--- config.mk ---
export PLATFORM = sky130hd
export DESIGN_NAME = adsq_seq_top
export DESIGN_NICKNAME = d
export VERILOG_FILES = /design/src/adsq_pkg.sv /design/src/adsq_div_if.sv /design/src/adsq_clk_div.sv /design/src/adsq_seq_top.sv
export VERILOG_INCLUDE_DIRS = /design/src
export SDC_FILE = /design/constraint.sdc
export NUM_CORES = 1
export LEC_CHECK = 0
export BUFFER_PORTS_ARGS = -buffer_cell sky130_fd_sc_hd__buf_2
export CAP_MARGIN = 15
export CORE_UTILIZATION = 50
export CTS_CLUSTER_DIAMETER = 120
export DETAILED_ROUTE_END_ITERATION = 10
export GPL_ROUTABILITY_DRIVEN = 0
export PLACE_DENSITY_LB_ADDON = 0.15
export SLEW_MARGIN = 20
export SYNTH_ARGS = -nofsm -noshare
export SYNTH_HDL_FRONTEND = slang
export SYNTH_SLANG_ARGS = --single-unit
--- constraint.sdc ---
create_clock -name aclk -period 2.8 [get_ports aclk]
set_input_delay 0.28 -clock aclk [delete_from_list [all_inputs] [get_ports aclk]]
set_output_delay 0.28 -clock aclk [all_outputs]
set_load 0.1 [all_outputs]
--- src/adsq_defines.svh ---
`ifndef ADSQ_DEFINES_SVH
`define ADSQ_DEFINES_SVH
// ==========================================
// register offsets
`define ADSQ_OFS_CTRL 8'h00
`define ADSQ_OFS_MODE 8'h04
`define ADSQ_OFS_CHEN 8'h10
`define ADSQ_OFS_CHDIS 8'h14
`define ADSQ_OFS_CHST 8'h18
`define ADSQ_OFS_STAT 8'h1c
`define ADSQ_OFS_LAST 8'h20
`define ADSQ_OFS_IEN 8'h24
`define ADSQ_OFS_IDIS 8'h28
`define ADSQ_OFS_IMSK 8'h2c
`define ADSQ_OFS_CDR0 8'h30
`define ADSQ_OFS_RCR 8'h80
`define ADSQ_OFS_RNCR 8'h84
// ==========================================
// field positions
`define ADSQ_CR_SRST 0
`define ADSQ_CR_START 1
`define ADSQ_MR_HW_TRIGGER_ENABLE 0
`define ADSQ_MR_TSEL_LO 1
`define ADSQ_MR_LOW_RESOLUTION 4
`define ADSQ_MR_SLEEP 5
`define ADSQ_MR_PRE_LO 8
`define ADSQ_MR_SU_LO 16
`define ADSQ_MR_SH_LO 24
`define ADSQ_SR_OVRE_LO 8
`define ADSQ_SR_RESULT_READY 16
`define ADSQ_SR_GENERAL_OVERRUN 17
`define ADSQ_SR_RECEIVE_COUNT_DONE 18
`define ADSQ_SR_RECEIVE_BUFFERS_FULL 19
// ==========================================
// masks, reset values, codes
`define ADSQ_MR_MASK 32'h0f7fff3f
`define ADSQ_SR_MASK 32'h000f0f0f
`define ADSQ_MR_RESET 32'h00000000
`define ADSQ_RECEIVE_COUNT_DONE_RESET 1'b1
`define ADSQ_TSEL_EXT 3'h6
`define ADSQ_WARM_MULT 11'h008
`define ADSQ_RESP_OK 2'h0
`define ADSQ_RESP_ERR 2'h2
`endif

--- src/adsq_pkg.sv ---
`default_nettype none
package adsq_pkg;
  typedef enum logic [1:0] {S_IDLE, S_WARM, S_HOLD, S_CONV} adsq_state_t;
  typedef logic [9:0] adsq_data_t;
endpackage : adsq_pkg
`default_nettype wire

--- src/adsq_div_if.sv ---
`default_nettype none
interface adsq_div_if;
  logic [7:0] divider;
  logic tick;
  logic clk_lvl;
  modport ctrl (output divider, input tick, input clk_lvl);
  modport gen (input divider, output tick, output clk_lvl);
endinterface : adsq_div_if
`default_nettype wire

--- src/adsq_clk_div.sv ---
`default_nettype none
module adsq_clk_div #(
  parameter int DIV_W = 8
) (
  // clock and resets
  input wire logic aclk,
  input wire logic aresetn,
  input wire logic srst,
  // divider link
  adsq_div_if.gen dv
);
  // ==========================================
  // parameter check
  if (DIV_W != 8) begin : g_chk
    $error("adsq_clk_div: divider width must be 8");
  end

  logic [DIV_W-1:0] cnt_r;
  logic lvl_r;
  logic tick_r;

  // ==========================================
  // half period of divider+1 master clocks
  always_ff @(posedge aclk) begin
    if (!aresetn || srst) begin
      cnt_r <= '0;
      lvl_r <= 1'b0;
      tick_r <= 1'b0;
    end else begin
      tick_r <= 1'b0;
      if (cnt_r == dv.divider) begin
        cnt_r <= '0;
        lvl_r <= ~lvl_r;
        tick_r <= ~lvl_r;
      end else begin
        cnt_r <= cnt_r + 1'b1;
      end
    end
  end

  assign dv.tick = tick_r;
  assign dv.clk_lvl = lvl_r;

  tick_gap_a: assert property (@(posedge aclk) disable iff (!aresetn)
    tick_r && !srst |=> !tick_r) else $error("converter tick repeated");
endmodule : adsq_clk_div
`default_nettype wire

--- src/adsq_seq_top.sv ---
// Implementation choices: the AXI4-Lite slave port and the placing of the registers.
`include "adsq_defines.svh"
`default_nettype none
module adsq_seq_top
  import adsq_pkg::*;
#(
  parameter int ADDR_W = 8,
  parameter int NCH = 4
) (
  // clock and reset
  input wire logic aclk,
  input wire logic aresetn,
  // axi4-lite write
  input wire logic [ADDR_W-1:0] awaddr,
  input wire logic awvalid,
  output logic awready,
  input wire logic [31:0] wdata,
  input wire logic [3:0] wstrb,
  input wire logic wvalid,
  output logic wready,
  output logic [1:0] bresp,
  output logic bvalid,
  input wire logic bready,
  // axi4-lite read
  input wire logic [ADDR_W-1:0] araddr,
  input wire logic arvalid,
  output logic arready,
  output logic [31:0] rdata,
  output logic [1:0] rresp,
  output logic rvalid,
  input wire logic rready,
  // triggers
  input wire logic [2:0] timer_trig,
  input wire logic ext_trig,
  // analog cell
  input wire logic conv_done,
  input wire logic [9:0] conv_data,
  output logic cell_power,
  output logic conv_start,
  output logic [1:0] chan_sel,
  output logic conv_clk,
  // transfer counters
  input wire logic rx_xfer
);
  // ==========================================
  // parameter check
  if (ADDR_W != 8 || NCH != 4) begin : g_chk
    $error("adsq_seq_top: address width 8 and four channels only");
  end

  // ==========================================
  // functions
  function automatic logic [31:0] bmask(input logic [3:0] s);
    logic [31:0] m;
    m = '0;
    for (int i = 0; i < 4; i++) begin
      m[i*8 +: 8] = {8{s[i]}};
    end
    return m;
  endfunction : bmask

  function automatic logic [2:0] next_ch(input logic [3:0] en, input logic [2:0] from);
    logic [2:0] r;
    r = 3'h0;
    for (int i = 3; i >= 0; i--) begin
      if (en[i] && 3'(i) >= from) begin
        r = {1'b1, 2'(i)};
      end
    end
    return r;
  endfunction : next_ch

  function automatic logic trig_pick(input logic [2:0] sel, input logic [2:0] tm, input logic ex);
    logic t;
    t = 1'b0;
    if (sel < 3'h3) begin
      t = tm[sel[1:0]];
    end else if (sel == `ADSQ_TSEL_EXT) begin
      t = ex;
    end
    return t;
  endfunction : trig_pick

  // ==========================================
  // bus slave
  logic awready_r, wready_r, bvalid_r, arready_r, rvalid_r;
  logic [1:0] bresp_r, rresp_r;
  logic [31:0] rdata_r, rd_nxt, wdata_r;
  logic [3:0] wstrb_r;
  logic [7:0] waddr_r;
  logic aw_got_r, w_got_r, wr_fire, rd_fire, rd_ok;
  logic [31:0] wd;

  assign wr_fire = aw_got_r && w_got_r && !bvalid_r;
  assign rd_fire = arvalid && arready_r;
  assign wd = wdata_r & bmask(wstrb_r);

  always_ff @(posedge aclk) begin
    if (!aresetn) begin
      awready_r <= 1'b1;
      wready_r <= 1'b1;
      bvalid_r <= 1'b0;
      bresp_r <= `ADSQ_RESP_OK;
      aw_got_r <= 1'b0;
      w_got_r <= 1'b0;
      waddr_r <= '0;
      wdata_r <= '0;
      wstrb_r <= '0;
    end else begin
      if (awvalid && awready_r) begin
        waddr_r <= awaddr;
        aw_got_r <= 1'b1;
        awready_r <= 1'b0;
      end
      if (wvalid && wready_r) begin
        wdata_r <= wdata;
        wstrb_r <= wstrb;
        w_got_r <= 1'b1;
        wready_r <= 1'b0;
      end
      if (wr_fire) begin
        aw_got_r <= 1'b0;
        w_got_r <= 1'b0;
        bvalid_r <= 1'b1;
        bresp_r <= (waddr_r[1:0] == 2'h0 && waddr_r <= `ADSQ_OFS_RNCR) ? `ADSQ_RESP_OK : `ADSQ_RESP_ERR;
      end
      if (bvalid_r && bready) begin
        bvalid_r <= 1'b0;
        awready_r <= 1'b1;
        wready_r <= 1'b1;
      end
    end
  end

  always_ff @(posedge aclk) begin
    if (!aresetn) begin
      arready_r <= 1'b1;
      rvalid_r <= 1'b0;
      rdata_r <= '0;
      rresp_r <= `ADSQ_RESP_OK;
    end else begin
      if (rd_fire) begin
        rdata_r <= rd_nxt;
        rresp_r <= rd_ok ? `ADSQ_RESP_OK : `ADSQ_RESP_ERR;
        rvalid_r <= 1'b1;
        arready_r <= 1'b0;
      end
      if (rvalid_r && rready) begin
        rvalid_r <= 1'b0;
        arready_r <= 1'b1;
      end
    end
  end

  // ==========================================
  // write and read strobes
  logic srst, sw_start, wr_mode, wr_rcr, wr_rncr, rd_stat, rd_last;
  assign srst = wr_fire && waddr_r == `ADSQ_OFS_CTRL && wd[`ADSQ_CR_SRST];
  assign sw_start = wr_fire && waddr_r == `ADSQ_OFS_CTRL && wd[`ADSQ_CR_START] && !srst;
  assign wr_mode = wr_fire && waddr_r == `ADSQ_OFS_MODE;
  assign wr_rcr = wr_fire && waddr_r == `ADSQ_OFS_RCR;
  assign wr_rncr = wr_fire && waddr_r == `ADSQ_OFS_RNCR;
  assign rd_stat = rd_fire && araddr == `ADSQ_OFS_STAT;
  assign rd_last = rd_fire && araddr == `ADSQ_OFS_LAST;

  // ==========================================
  // mode, channel enables, mask
  logic [31:0] mode_r, mask_r;
  logic [3:0] chan_en_r;

  always_ff @(posedge aclk) begin
    if (!aresetn || srst) begin
      mode_r <= `ADSQ_MR_RESET;
    end else if (wr_mode) begin
      mode_r <= (mode_r & ~bmask(wstrb_r)) | (wd & `ADSQ_MR_MASK);
    end
  end

  always_ff @(posedge aclk) begin
    if (!aresetn || srst) begin
      chan_en_r <= '0;
    end else if (wr_fire && waddr_r == `ADSQ_OFS_CHEN) begin
      chan_en_r <= chan_en_r | wd[3:0];
    end else if (wr_fire && waddr_r == `ADSQ_OFS_CHDIS) begin
      chan_en_r <= chan_en_r & ~wd[3:0];
    end
  end

  always_ff @(posedge aclk) begin
    if (!aresetn || srst) begin
      mask_r <= '0;
    end else if (wr_fire && waddr_r == `ADSQ_OFS_IEN) begin
      mask_r <= mask_r | (wd & `ADSQ_SR_MASK);
    end else if (wr_fire && waddr_r == `ADSQ_OFS_IDIS) begin
      mask_r <= mask_r & ~wd;
    end
  end

  logic hw_en, low_resolution, sleep;
  logic [2:0] tsel;
  logic [6:0] su_fld;
  logic [3:0] sh_fld;
  assign hw_en = mode_r[`ADSQ_MR_HW_TRIGGER_ENABLE];
  assign tsel = mode_r[`ADSQ_MR_TSEL_LO +: 3];
  assign low_resolution = mode_r[`ADSQ_MR_LOW_RESOLUTION];
  assign sleep = mode_r[`ADSQ_MR_SLEEP];
  assign su_fld = mode_r[`ADSQ_MR_SU_LO +: 7];
  assign sh_fld = mode_r[`ADSQ_MR_SH_LO +: 4];

  // ==========================================
  // converter clock
  adsq_div_if dv ();
  assign dv.divider = mode_r[`ADSQ_MR_PRE_LO +: 8];
  adsq_clk_div #(.DIV_W(8)) adsq_clk_div_i (
    .aclk(aclk),
    .aresetn(aresetn),
    .srst(srst),
    .dv(dv.gen)
  );

  // ==========================================
  // trigger edge
  logic trig_cur, trig_prev_r, hw_edge, go;
  assign trig_cur = trig_pick(tsel, timer_trig, ext_trig);
  assign hw_edge = hw_en && trig_cur && !trig_prev_r;
  assign go = sw_start || hw_edge;

  always_ff @(posedge aclk) begin
    if (!aresetn || srst) begin
      trig_prev_r <= 1'b0;
    end else begin
      trig_prev_r <= trig_cur;
    end
  end

  // ==========================================
  // sequencer
  adsq_state_t state_r;
  logic [10:0] cnt_r;
  logic [1:0] cur_ch_r, last_ch_r;
  logic power_r, warm_r, start_r, done_evt;
  logic [2:0] first_ch, nxt_ch;
  assign first_ch = next_ch(chan_en_r, 3'h0);
  assign nxt_ch = next_ch(chan_en_r, {1'b0, cur_ch_r} + 3'h1);
  assign done_evt = state_r == S_CONV && conv_done;

  always_ff @(posedge aclk) begin
    if (!aresetn || srst) begin
      state_r <= S_IDLE;
      cnt_r <= '0;
      cur_ch_r <= '0;
      last_ch_r <= '0;
      power_r <= 1'b0;
      warm_r <= 1'b0;
      start_r <= 1'b0;
    end else begin
      start_r <= 1'b0;
      unique case (state_r)
        S_IDLE: begin
          if (go && first_ch[2]) begin
            power_r <= 1'b1;
            cur_ch_r <= first_ch[1:0];
            if (warm_r) begin
              state_r <= S_HOLD;
              cnt_r <= {7'h00, sh_fld};
            end else begin
              state_r <= S_WARM;
              cnt_r <= ({4'h0, su_fld} + 11'h001) * `ADSQ_WARM_MULT - 11'h001;
            end
          end else begin
            power_r <= !sleep;
            warm_r <= warm_r && !sleep;
          end
        end
        S_WARM: begin
          if (dv.tick) begin
            if (cnt_r == '0) begin
              warm_r <= 1'b1;
              state_r <= S_HOLD;
              cnt_r <= {7'h00, sh_fld};
            end else begin
              cnt_r <= cnt_r - 11'h001;
            end
          end
        end
        S_HOLD: begin
          if (dv.tick) begin
            if (cnt_r == '0) begin
              start_r <= 1'b1;
              state_r <= S_CONV;
            end else begin
              cnt_r <= cnt_r - 11'h001;
            end
          end
        end
        S_CONV: begin
          if (conv_done) begin
            last_ch_r <= cur_ch_r;
            if (nxt_ch[2]) begin
              cur_ch_r <= nxt_ch[1:0];
              state_r <= S_HOLD;
              cnt_r <= {7'h00, sh_fld};
            end else begin
              state_r <= S_IDLE;
              power_r <= !sleep;
              warm_r <= !sleep;
            end
          end
        end
      endcase
    end
  end

  // ==========================================
  // results and flags
  adsq_data_t res, last_r;
  adsq_data_t cdr_r [NCH];
  logic [3:0] eoc_r, ovre_r;
  logic result_ready_r, general_overrun_r;
  assign res = low_resolution ? {2'h0, conv_data[9:2]} : conv_data;

  for (genvar g = 0; g < NCH; g++) begin : g_ch
    logic hit, rd_cdr;
    assign hit = done_evt && cur_ch_r == 2'(g) && chan_en_r[g];
    assign rd_cdr = rd_fire && araddr == 8'(`ADSQ_OFS_CDR0 + 4 * g);
    always_ff @(posedge aclk) begin
      if (!aresetn || srst) begin
        eoc_r[g] <= 1'b0;
      end else if (hit) begin
        eoc_r[g] <= 1'b1;
      end else if (rd_cdr || (rd_last && last_ch_r == 2'(g))) begin
        eoc_r[g] <= 1'b0;
      end
    end
    always_ff @(posedge aclk) begin
      if (!aresetn || srst) begin
        ovre_r[g] <= 1'b0;
      end else if (hit && eoc_r[g]) begin
        ovre_r[g] <= 1'b1;
      end else if (rd_stat) begin
        ovre_r[g] <= 1'b0;
      end
    end
    always_ff @(posedge aclk) begin
      if (!aresetn || srst) begin
        cdr_r[g] <= '0;
      end else if (hit) begin
        cdr_r[g] <= res;
      end
    end
  end

  always_ff @(posedge aclk) begin
    if (!aresetn || srst) begin
      result_ready_r <= 1'b0;
      general_overrun_r <= 1'b0;
      last_r <= '0;
    end else begin
      if (done_evt) begin
        result_ready_r <= 1'b1;
        last_r <= res;
      end else if (rd_last) begin
        result_ready_r <= 1'b0;
      end
      if (done_evt && result_ready_r) begin
        general_overrun_r <= 1'b1;
      end else if (rd_stat) begin
        general_overrun_r <= 1'b0;
      end
    end
  end

  // ==========================================
  // receive counters
  logic [15:0] rcr_r, rncr_r;
  logic receive_count_done_r, receive_buffers_full;
  assign receive_buffers_full = rcr_r == '0 && rncr_r == '0;

  always_ff @(posedge aclk) begin
    if (!aresetn || srst) begin
      rcr_r <= '0;
      rncr_r <= '0;
    end else begin
      if (wr_rcr) begin
        rcr_r <= wd[15:0];
      end else if (rx_xfer && rcr_r != '0) begin
        if (rcr_r == 16'h0001 && rncr_r != '0) begin
          rcr_r <= rncr_r;
          rncr_r <= '0;
        end else begin
          rcr_r <= rcr_r - 16'h0001;
        end
      end
      if (wr_rncr) begin
        rncr_r <= wd[15:0];
      end
    end
  end

  always_ff @(posedge aclk) begin
    if (!aresetn || srst) begin
      receive_count_done_r <= `ADSQ_RECEIVE_COUNT_DONE_RESET;
    end else if (rx_xfer && !wr_rcr && rcr_r == 16'h0001) begin
      receive_count_done_r <= 1'b1;
    end else if (wr_rcr || wr_rncr) begin
      receive_count_done_r <= 1'b0;
    end
  end

  // ==========================================
  // read mux
  always_comb begin
    rd_nxt = '0;
    rd_ok = 1'b1;
    case (araddr)
      `ADSQ_OFS_MODE: rd_nxt = mode_r;
      `ADSQ_OFS_CHST: rd_nxt = {28'h0, chan_en_r};
      `ADSQ_OFS_STAT: rd_nxt = {12'h0, receive_buffers_full, receive_count_done_r, general_overrun_r, result_ready_r, 4'h0, ovre_r, 4'h0, eoc_r & chan_en_r};
      `ADSQ_OFS_LAST: rd_nxt = {22'h0, last_r};
      `ADSQ_OFS_IMSK: rd_nxt = mask_r;
      `ADSQ_OFS_CDR0: rd_nxt = {22'h0, cdr_r[0]};
      8'h34: rd_nxt = {22'h0, cdr_r[1]};
      8'h38: rd_nxt = {22'h0, cdr_r[2]};
      8'h3c: rd_nxt = {22'h0, cdr_r[3]};
      `ADSQ_OFS_RCR: rd_nxt = {16'h0, rcr_r};
      `ADSQ_OFS_RNCR: rd_nxt = {16'h0, rncr_r};
      `ADSQ_OFS_CTRL, `ADSQ_OFS_CHEN, `ADSQ_OFS_CHDIS, `ADSQ_OFS_IEN, `ADSQ_OFS_IDIS: rd_nxt = '0;
      default: rd_ok = 1'b0;
    endcase
  end

  // ==========================================
  // outputs
  assign awready = awready_r;
  assign wready = wready_r;
  assign bvalid = bvalid_r;
  assign bresp = bresp_r;
  assign arready = arready_r;
  assign rvalid = rvalid_r;
  assign rdata = rdata_r;
  assign rresp = rresp_r;
  assign cell_power = power_r;
  assign conv_start = start_r;
  assign chan_sel = cur_ch_r;
  assign conv_clk = dv.clk_lvl;

  // ==========================================
  // checks
  soft_reset_a: assert property (@(posedge aclk) disable iff (!aresetn)
    srst |=> mode_r == '0 && chan_en_r == '0 && mask_r == '0 && state_r == S_IDLE && !result_ready_r)
    else $error("soft reset did not clear block");
  sw_start_a: assert property (@(posedge aclk) disable iff (!aresetn)
    sw_start && state_r == S_IDLE && chan_en_r != '0 |=> state_r != S_IDLE && power_r)
    else $error("software start ignored");
  no_trig_a: assert property (@(posedge aclk) disable iff (!aresetn)
    state_r == S_IDLE && !hw_en && !sw_start |=> state_r == S_IDLE)
    else $error("sequence began without start");
  rsvd_sel_a: assert property (@(posedge aclk) disable iff (!aresetn)
    tsel inside {3'h3, 3'h4, 3'h5, 3'h7} |-> !hw_edge)
    else $error("reserved select produced trigger");
  ovre_set_a: assert property (@(posedge aclk) disable iff (!aresetn)
    done_evt && !srst && chan_en_r[cur_ch_r] && eoc_r[cur_ch_r] |=> ovre_r[$past(cur_ch_r)])
    else $error("channel overrun missed");
  general_overrun_set_a: assert property (@(posedge aclk) disable iff (!aresetn)
    done_evt && result_ready_r && !srst |=> general_overrun_r && result_ready_r)
    else $error("general overrun missed");
  stat_clr_a: assert property (@(posedge aclk) disable iff (!aresetn)
    rd_stat && !done_evt ##1 !done_evt |-> ovre_r == '0 && !general_overrun_r)
    else $error("status read kept overrun");
  last_data_a: assert property (@(posedge aclk) disable iff (!aresetn)
    done_evt && !srst |=> last_r == $past(res) && result_ready_r)
    else $error("last result not captured");
  mask_en_a: assert property (@(posedge aclk) disable iff (!aresetn)
    wr_fire && waddr_r == `ADSQ_OFS_IEN && !srst |=> (mask_r & $past(wd) & `ADSQ_SR_MASK) == ($past(wd) & `ADSQ_SR_MASK))
    else $error("irq enable not applied");
  hold_len_a: assert property (@(posedge aclk) disable iff (!aresetn)
    state_r == S_HOLD && dv.tick && cnt_r == '0 && !srst |=> state_r == S_CONV && start_r)
    else $error("hold end did not start conversion");
endmodule : adsq_seq_top
`default_nettype wire

==> summary.md, run 1 <==
| Metric | Value |
|---|---|
| EDFF count, synth | 40 |
| Slowest CP cell | or4_4 |
| Clk_skew | just under 0.009 ns |
| Top_reg_cell synth | dfxtp_1 |
| TritonCTS clock tree | built |
| CP arrival | ~3.2 ns |
| Setup ws final | about 0.060 ns |
| Status | finished clean |
| Final std cells w/o fill | ~2.1k |
| Final hold vios | 0 |
| WL/cell | ~20 um |
| Hold slack | 0.0325 ns |
| Cell at the root of the clock tree | clkbuf_16 |
| Drt initial violations | ~1.3k |
| First-pass GRT wire length | ~66000 um |
| Max Slew Vio Count | 0 |
| # clock sinks | about 280 |
| DR pass1 iterations | 6 |
| Core area | 0.0253 sq mm |
| Antenna viol nets, final | 0 |
| Post-synth ARST share | 0 |
| Initial antenna violation count | 0 |
| Cells after synthesis | about 1.6k |
| Max-slew headroom | 0.377 |
| HPWL Detailed | slightly below 30000 um |
| Final core utilization | 0.620 |
| Layout cells sized above 1 | 0.160 |
| Flops & latches, synth | between 200 and 300 |
| Syn avg cell area | 8.25 sq um |
| CP most frequent cell | or4_4 |
| Fmax | ~0.36 GHz |
| Tightest Hold Check Type | input port to register |
| Clock transition at path regs | roughly 0.06 ns |
| Vias/cell | between 6 and 7 |
| Post-synthesis instance area | 0.0130 sq mm |
| CP required | between 3 and 4 ns |
| Clock Path Buffers | 3 |
| Seq/Total Area, Yosys | 0.459 |
| Dpl ws | ~0.015 ns |
| Kind of critical path | register to register |
| Worst Setup End Kind | register |
| Leakage | roughly 5.8 nW |
| RSZ-0062 raised after global routing | yes |
| Cell Area, Placed | 0.0142 sq mm |
| Vias in the first global route | 11.5k |
| Fillers | around 2.2k |
| Clock network latency to the later pin of the worst-skew pair | approximately 0.56 ns |
| Grt ovf | 0 |
| Routed vias | 12.7k |
| Number of diodes | 0 |
| Port Buffers | roughly 120 |
| Most frequent cells in the layout | dfxtp_1, nand2_1, a21oi_1 |
| Critical path cell sequence | or4_4 -> or4_4 -> or4_4 -> and3_4 -> buf_4 -> a2111o_1 -> a21oi_1 |
| Total GRT Usage | 0.319 |
| Die width | roughly 160 um |
| Largest net degree at the start of global routing | 41 |
| Die area | 0.0266 sq mm |
| PD cells | approximately 620 mW/mm^2 |
| Initial core utilization | 0.512 |
| Max_cap viols | 0 |
| Die Y | ~160 um |
| Area Overhead vs Synth | 21.0% |
| # H-tree levels | 1 |
| Element type at the critical path start | register |
| Nets@finish | ~1.8k |
| Dpl cells | between 1.5k and 2k |
| Final Routed Wirelength | between 40000 and 50000 um |
| Count of final setup violators | 0 |
| Cell family with most CP delay | simple AND/OR/NAND/NOR gates |
| Fin crit period | about 2.7 ns |
| Syn. warnings | 0 |
| Fin area | ~0.016 sq mm |
| I/O pins | 121 |
| Commonest non-fill, non-tap cell in the layout | dfxtp_1 |
| Cts bufs inserted | 31 |
| Final Cycle Share | 0.979 |
| Slew @ Worst Pin | between 0.9 and 1 ns |
| Rows | between 50 and 60 |
| Library cells used by synthesis | between 70 and 80 |
| Buf/Inv on CP | 1 |
| CP max FO | 4 |
| Remaining DRCs | 0 |
| Crit-path max cell delay | 0.55 ns |
| VDD IR-drop max | around 0.50 mV |
final cells by class:
class / instances / area (sq um) / share of cell area
clock buffer: 43 / 861 / 0.0549
clock inverter: 14 / 150 / 0.00957
inverter: 27 / 101 / 0.00646
multi-input combinational: 1148 / 6500 / 0.414
sequential: 277 / 5950 / 0.379
tap: 330 / 413 / 0.0263
timing repair buffer: 242 / 1710 / 0.109
cell usage after synthesis, types with 6 or more instances:
| library cell | n | area (sq um) |
|---|---|---|
| nand3b_1 | 8 | 60.1 |
| clkbuf_1 | 103 | 387 |
| o31ai_1 | 7 | 52.6 |
| a21oi_1 | 182 | 911 |
| nor4_1 | 19 | 119 |
| or2_2 | 6 | 37.5 |
| mux2i_1 | 30 | 300 |
| inv_1 | 25 | 93.8 |
| o21ai_0 | 60 | 300 |
| a31oi_1 | 41 | 257 |
| o211ai_1 | 7 | 52.6 |
| and2_1 | 6 | 37.5 |
| a22o_1 | 19 | 166 |
| mux2_2 | 7 | 78.8 |
| dfxtp_1 | 237 | 4740 |
| a311oi_1 | 12 | 105 |
| nand2_1 | 235 | 882 |
| o22ai_1 | 27 | 169 |
| a22oi_1 | 20 | 150 |
| nor2_1 | 143 | 537 |
| nand4_1 | 10 | 62.6 |
| nand3_1 | 76 | 380 |
| ha_1 | 6 | 75.1 |
| buf_1 | 13 | 48.8 |
| nor3b_1 | 8 | 60.1 |
| and3_1 | 20 | 125 |
| xor2_1 | 19 | 166 |
| a211oi_1 | 16 | 120 |
| nor3_1 | 27 | 135 |
| xnor2_1 | 14 | 123 |
| or3_1 | 10 | 62.6 |
| a32oi_1 | 8 | 70.1 |
| nand2b_1 | 12 | 75.1 |
| edfxtp_1 | 40 | 1200 |
| nor2b_1 | 10 | 62.6 |
metrics by stage:
stage	power, W	setup TNS (ns)
after floorplan	0.00528	0
after global placement	0.00573	0
after detailed placement	0.00575	0
after CTS	0.00980	0
after global routing	0.0101	-0.00455
final	0.00980	0
logic make-up after synthesis:
kind of cell             Yosys count  share of synthesized area
AO/OA/AOI/OAI                    456                      0.220
adder cells (fa/ha/maj)            6                    0.00579
buffers and inverters            147                     0.0438
other                              1                   0.000289
XOR/XNOR                          33                     0.0223
flip-flops                       277                      0.459
AND/OR/NAND/NOR                  614                      0.220
multiplexers                      37                     0.0292
worst reg2reg max path: stages, from the launching register on:
cell	delay (ns)
dfxtp_1	0.31
or4_4	0.53
or4_4	0.46
or4_4	0.55
and3_4	0.21
buf_4	0.14
a2111o_1	0.33
a21oi_1	0.13
power by group:
part           switching, W  total (W)  internal, W
sequential         0.000206    0.00438      0.00417
clock               0.00164    0.00405      0.00241
combinational      0.000830    0.00138     0.000548
repair_timing:
action,4_1_cts,5_1_grt
pin swaps,0,2
hold endpoints to repair,45,0
endpoints found under the setup margin,2,4
setup buffers,0,2
hold buffers,45,0
cloned,0,1
resized for setup,2,1
final timing paths:
kind,slack [ns],endpoint,start,cells past startpoint
worst max register to register,0.06,cnt_r[1]$_SDFFE_PP0P_,waddr_r[4]$_SDFFE_PN0P_,7
worst min-delay path,0.03,waddr_r[0]$_SDFFE_PN0P_,awaddr[0],3
worst min register to register,0.42,mask_r[28]$_SDFFE_PP0P_,wdata_r[28]$_SDFFE_PN0P_,1
worst max-delay path,0.06,cnt_r[1]$_SDFFE_PP0P_,waddr_r[4]$_SDFFE_PN0P_,7
per-layer routing:
layer	wire, um	global-route usage	up-vias
met5	0	0	-
met4	1400	0.111	0
met3	4160	0.0655	97
met2	18700	0.480	630
met1	18500	0.452	6013
li1	-	-	5995
Power figures use the tool's default switching activity.
==> inputs of run 2 (changes only) <==
BUFFER_PORTS_ARGS = -buffer_cell sky130_fd_sc_hd__buf_4   (was -buffer_cell sky130_fd_sc_hd__buf_2)
clock period = 2.5 ns   (was 2.8 ns; I/O delays follow)
==> summary.md, run 2 (synthesis results as in run 1) <==
| Metric | Value |
|---|---|
| Status | finished with violations |
| Violated checks | setup timing |
| Remaining DRCs | 0 |
| TritonCTS clock tree | built |
| Die Y | 163 um |
| Worst reg2reg startpoint | waddr_r[4]$_SDFFE_PN0P_ |
| CP arrival | 3.28 ns |
| Max Slew Vio Count | 0 |
| Final std cells w/o fill | about 2.1k |
| Rows | 58 |
| Initial antenna violation count | 0 |
| Slew @ Worst Pin | 0.675 ns |
| Nets@finish | between 1.5k and 2k |
| Largest net degree at the start of global routing | 38 |
| Clock network latency to the later pin of the worst-skew pair | between 0.5 and 0.6 ns |
| Antenna viol nets, final | 0 |
| Final Routed Wirelength | between 40000 and 50000 um |
| Hold depth | 3 |
| Leakage | around 6.3 nW |
| Worst Setup End Kind | register |
| Flop2flop setup slack | -0.27 ns |
| Cell at the root of the clock tree | clkbuf_16 |
| Final hold vios | 0 |
| Min-Delay Startpoint | wstrb[0] |
| RSZ-0062 raised after global routing | yes |
| Count of final setup violators | ~130 |
| TNS Setup | -11.20 ns |
| Fmax | around 0.36 GHz |
| Critical path origin | waddr_r[4]$_SDFFE_PN0P_ |
| Fillers | between 2k and 2.5k |
| Port Buffers | approximately 120 |
| Max-slew headroom | 0.537 |
| WL/cell | around 21 um |
| Drt initial violations | 1553 |
| VDD IR-drop max | between 0.4 and 0.5 mV |
| CP required | 3.01 ns |
| # H-tree levels | 1 |
| Max_cap viols | 0 |
| Cts bufs inserted | 30 |
| Fin crit period | around 2.8 ns |
| Tightest Hold Check Type | input port to register |
| Number of diodes | 0 |
| Clock Path Buffers | 3 |
| Kind of critical path | register to register |
| Total GRT Usage | 0.317 |
| Hold slack | 0.0350 ns |
| Layout cells sized above 1 | 0.197 |
| HPWL Detailed | 29800 um |
| Die area | 0.0266 sq mm |
| Most frequent cells in the layout | dfxtp_1, nand2_1, buf_4 |
| First-pass GRT wire length | between 60000 and 70000 um |
| Commonest non-fill, non-tap cell in the layout | dfxtp_1 |
| R2R depth | 6 |
| Cell Area, Placed | roughly 0.015 sq mm |
| Final core utilization | 0.670 |
| Die width | about 160 um |
| DR pass1 iterations | 6 |
| Dpl cells | approximately 2.0k |
| # clock sinks | around 280 |
| Setup ws final | -0.269 ns |
| Vias/cell | ~6.2 |
| Area Overhead vs Synth | 30.9% |
| I/O pins | 121 |
| Clk_skew | 0.0154 ns |
| Fin area | approximately 0.017 sq mm |
| Routed vias | ~13k |
| Grt ovf | 0 |
| Element type at the critical path start | register |
| Vias in the first global route | approximately 12k |
| Clock transition at path regs | about 0.070 ns |
| CP max FO | 7 |
| PD cells | ~660 mW/mm^2 |
| Final Cycle Share | 1.11 |
| Core area | 0.0253 sq mm |
| Initial core utilization | 0.512 |
[run 2: layout make-up]
cell class | count | area, sq um | share of cell area
multi-input combinational | 1154 | 6750 | 0.398
sequential | 277 | 5950 | 0.351
timing repair buffer | 294 | 2730 | 0.161
clock buffer | 38 | 801 | 0.0472
tap | 330 | 413 | 0.0243
clock inverter | 18 | 213 | 0.0125
inverter | 27 | 101 | 0.00597
[run 2: metrics by stage]
step	power [W]	setup WS (ns)
after floorplan	0.00592	-0.265
after global placement	0.00646	-0.215
after detailed placement	0.00649	-0.241
after CTS	0.0111	-0.278
after global routing	0.0116	-0.318
final	0.0112	-0.269
[run 2: repair_timing]
action / in CTS / in global routing
buffers inserted: 2 / 15
resized for setup: 17 / 56
gates cloned: 0 / 14
setup endpoints to repair: 110 / 135
pin swaps: 10 / 14
hold buffers: 49 / 0
hold endpoints to repair: 49 / 0
[run 2: final timing paths]
path	to
worst max-delay path	state_r[0]$_SDFFE_PP0P_
worst min-delay path	wstrb_r[0]$_SDFFE_PN0P_
worst min register to register	mask_r[15]$_SDFFE_PP0P_
worst max register to register	state_r[0]$_SDFFE_PP0P_
[run 2: where the power goes]
part	leakage [nW]	total [W]	switching, W	internal (W)
clock network	0.486	0.00459	0.00191	0.00268
logic	3.49	0.00174	0.000992	0.000750
registers	2.30	0.00489	0.000217	0.00467
[run 2: metal layers]
metal | up-vias | track usage | part of all wire
li1 | 6130 | - | -
met1 | 6244 | 0.449 | 0.42
met2 | 718 | 0.483 | 0.44
met3 | 116 | 0.0576 | 0.10
met4 | 0 | 0.108 | 0.036
met5 | - | 0 | 0
[run 2: worst max-delay path, cell delays in order, from the launching register on]
cell and delay, ns:
dfxtp_2 0.32, or4_4 0.53, or4_4 0.56, or4_4 0.54, and3_4 0.23, or4_4 0.41
a21oi_2 0.13
==> inputs of run 3 (changes only) <==
CTS_BUF_LIST = sky130_fd_sc_hd__clkbuf_8   (was unset)
==> summary.md, run 3 (synthesis results as in run 1) <==
| Metric | Value |
|---|---|
| Hold slack | around 0.032 ns |
| Nets@finish | about 1.9k |
| Buf/Inv on CP | 0 |
| Dpl ws | -0.241 ns |
| Flop2flop setup slack | -0.25 ns |
| CP required | ~3.0 ns |
| I/O pins | roughly 120 |
| Initial antenna violation count | 0 |
| Slowest CP cell | or4_4 |
| Clock Path Buffers | 3 |
| Grt ovf | 0 |
| Fin crit period | between 2 and 3 ns |
| Setup ws final | -0.254 ns |
| Most frequent cells in the layout | dfxtp_1, nand2_1, buf_4 |
| Layout cells sized above 1 | 0.188 |
| HPWL Detailed | a little under 30000 um |
| Violated checks | setup timing |
| Routed vias | about 13k |
| Max Slew Vio Count | 0 |
| Dpl cells | around 2.0k |
| Kind of critical path | register to register |
| Max-slew headroom | 0.389 |
| Clk_skew | about 0.029 ns |
| Element type at the critical path start | register |
| Antenna viol nets, final | 0 |
| RSZ-0062 raised after global routing | yes |
| Worst reg2reg startpoint | waddr_r[3]$_SDFFE_PN0P_ |
| Max_cap viols | 0 |
| First-pass GRT wire length | roughly 65000 um |
| R2R depth | 6 |
| # clock sinks | approximately 280 |
| TNS Setup | -2.53 ns |
| Worst Hold Path EP | waddr_r[6]$_SDFFE_PN0P_ |
| TritonCTS clock tree | built |
| Largest net degree at the start of global routing | 38 |
| Critical path cell sequence | or4_4 -> or4_4 -> or4_4 -> and3_4 -> or4_4 -> a21oi_2 |
| Final Routed Wirelength | 42500 um |
| Die area | 0.0266 sq mm |
| Hold depth | 3 |
| Fin area | approximately 0.016 sq mm |
| Final std cells w/o fill | 2147 |
| Count of final setup violators | 17 |
| Tightest Hold Check Type | input port to register |
| Port Buffers | between 100 and 150 |
| Remaining DRCs | 0 |
| Clock transition at path regs | roughly 0.060 ns |
| R2R Path End | state_r[0]$_SDFFE_PP0P_ |
| Vias in the first global route | ~12k |
| CP most frequent cell | or4_4 |
| Clock network latency to the later pin of the worst-skew pair | 0.58 ns |
| VDD IR-drop max | roughly 0.42 mV |
| Number of diodes | 0 |
| Final Cycle Share | 1.10 |
| Total GRT Usage | 0.317 |
| WL/cell | approximately 20 um |
| Slew @ Worst Pin | between 0.9 and 1 ns |
| CP arrival | 3.27 ns |
| Min-Delay Startpoint | awvalid |
| Rows | between 50 and 60 |
| Leakage | approximately 6 nW |
| Cell Area, Placed | roughly 0.015 sq mm |
| Initial core utilization | 0.512 |
| Cell at the root of the clock tree | clkbuf_8 |
| CP max FO | 7 |
| Drt initial violations | 1335 |
| Worst Setup End Kind | register |
| Area Overhead vs Synth | 26.5% |
| Cts bufs inserted | 47 |
| # H-tree levels | 2 |
| Die width | around 160 um |
| PD cells | between 600 and 700 mW/mm^2 |
| Final hold vios | 0 |
| Status | finished with violations |
| Cell family with most CP delay | simple AND/OR/NAND/NOR gates |
| Vias/cell | a little over 6 |
| DR pass1 iterations | 8 |
| Die Y | about 160 um |
| Fmax | ~0.36 GHz |
| Commonest non-fill, non-tap cell in the layout | dfxtp_1 |
| Core area | 0.0253 sq mm |
| Crit-path max cell delay | 0.57 ns |
run 3: final cells by class:
class	instances	area [sq um]
well taps	330	413
flip-flops and latches	277	5950
clock inverters	28	145
multi-input cells	1149	6630
clock buffers	58	798
repair buffers	278	2370
inverters	27	101
fillers	2188	8920
run 3: how the worst max path moves through the flow:
| stage | from | to | cells past startpoint |
|---|---|---|---|
| 6_report | waddr_r[3]$_SDFFE_PN0P_ | state_r[0]$_SDFFE_PP0P_ | 6 |
| 5_1_grt | waddr_r[3]$_SDFFE_PN0P_ | state_r[0]$_SDFFE_PP0P_ | 6 |
| 4_1_cts | waddr_r[3]$_SDFFE_PN0P_ | state_r[0]$_SDFFE_PP0P_ | 6 |
| 3_5_place_dp | waddr_r[3]$_SDFFE_PN0P_ | state_r[0]$_SDFFE_PP0P_ | 6 |
| 3_3_place_gp | waddr_r[3]$_SDFFE_PN0P_ | state_r[0]$_SDFFE_PP0P_ | 6 |
| 2_1_floorplan | waddr_r[3]$_SDFFE_PN0P_ | state_r[0]$_SDFFE_PP0P_ | 7 |
run 3: stage by stage:
step / power [W] / utilization
floorplan: 0.00592 / -
global placement: 0.00646 / 0.582
detailed placement: 0.00649 / 0.582
CTS: 0.0106 / 0.643
global route: 0.0110 / 0.648
finish: 0.0106 / 0.648
run 3: timing repair:
item | 4_1_cts | 5_1_grt
endpoints found under the hold margin | 49 | 0
endpoints found under the setup margin | 79 | 141
setup buffers | 4 | 2
resized for setup | 17 | 12
pin swaps | 11 | 9
hold buffers | 50 | 0
cloned | 0 | 2
run 3: per-layer routing:
metal / vias to the layer above / wire length [um] / GRT usage
met5: - / 0 / 0
met1: 6146 / 18400 / 0.448
met3: 94 / 4160 / 0.0630
met4: 0 / 1310 / 0.115
met2: 678 / 18600 / 0.479
li1: 6117 / - / -
run 3: power by group:
group	internal, W	switching (W)
Combinational	0.000692	0.000961
Clock	0.00220	0.00189
Sequential	0.00468	0.000217
Total	0.00756	0.00307
run 3: tightest hold or removal path: stages:
cell and delay, ns:
buf_4 0.15, nand3_1 0.09, a21oi_1 0.05
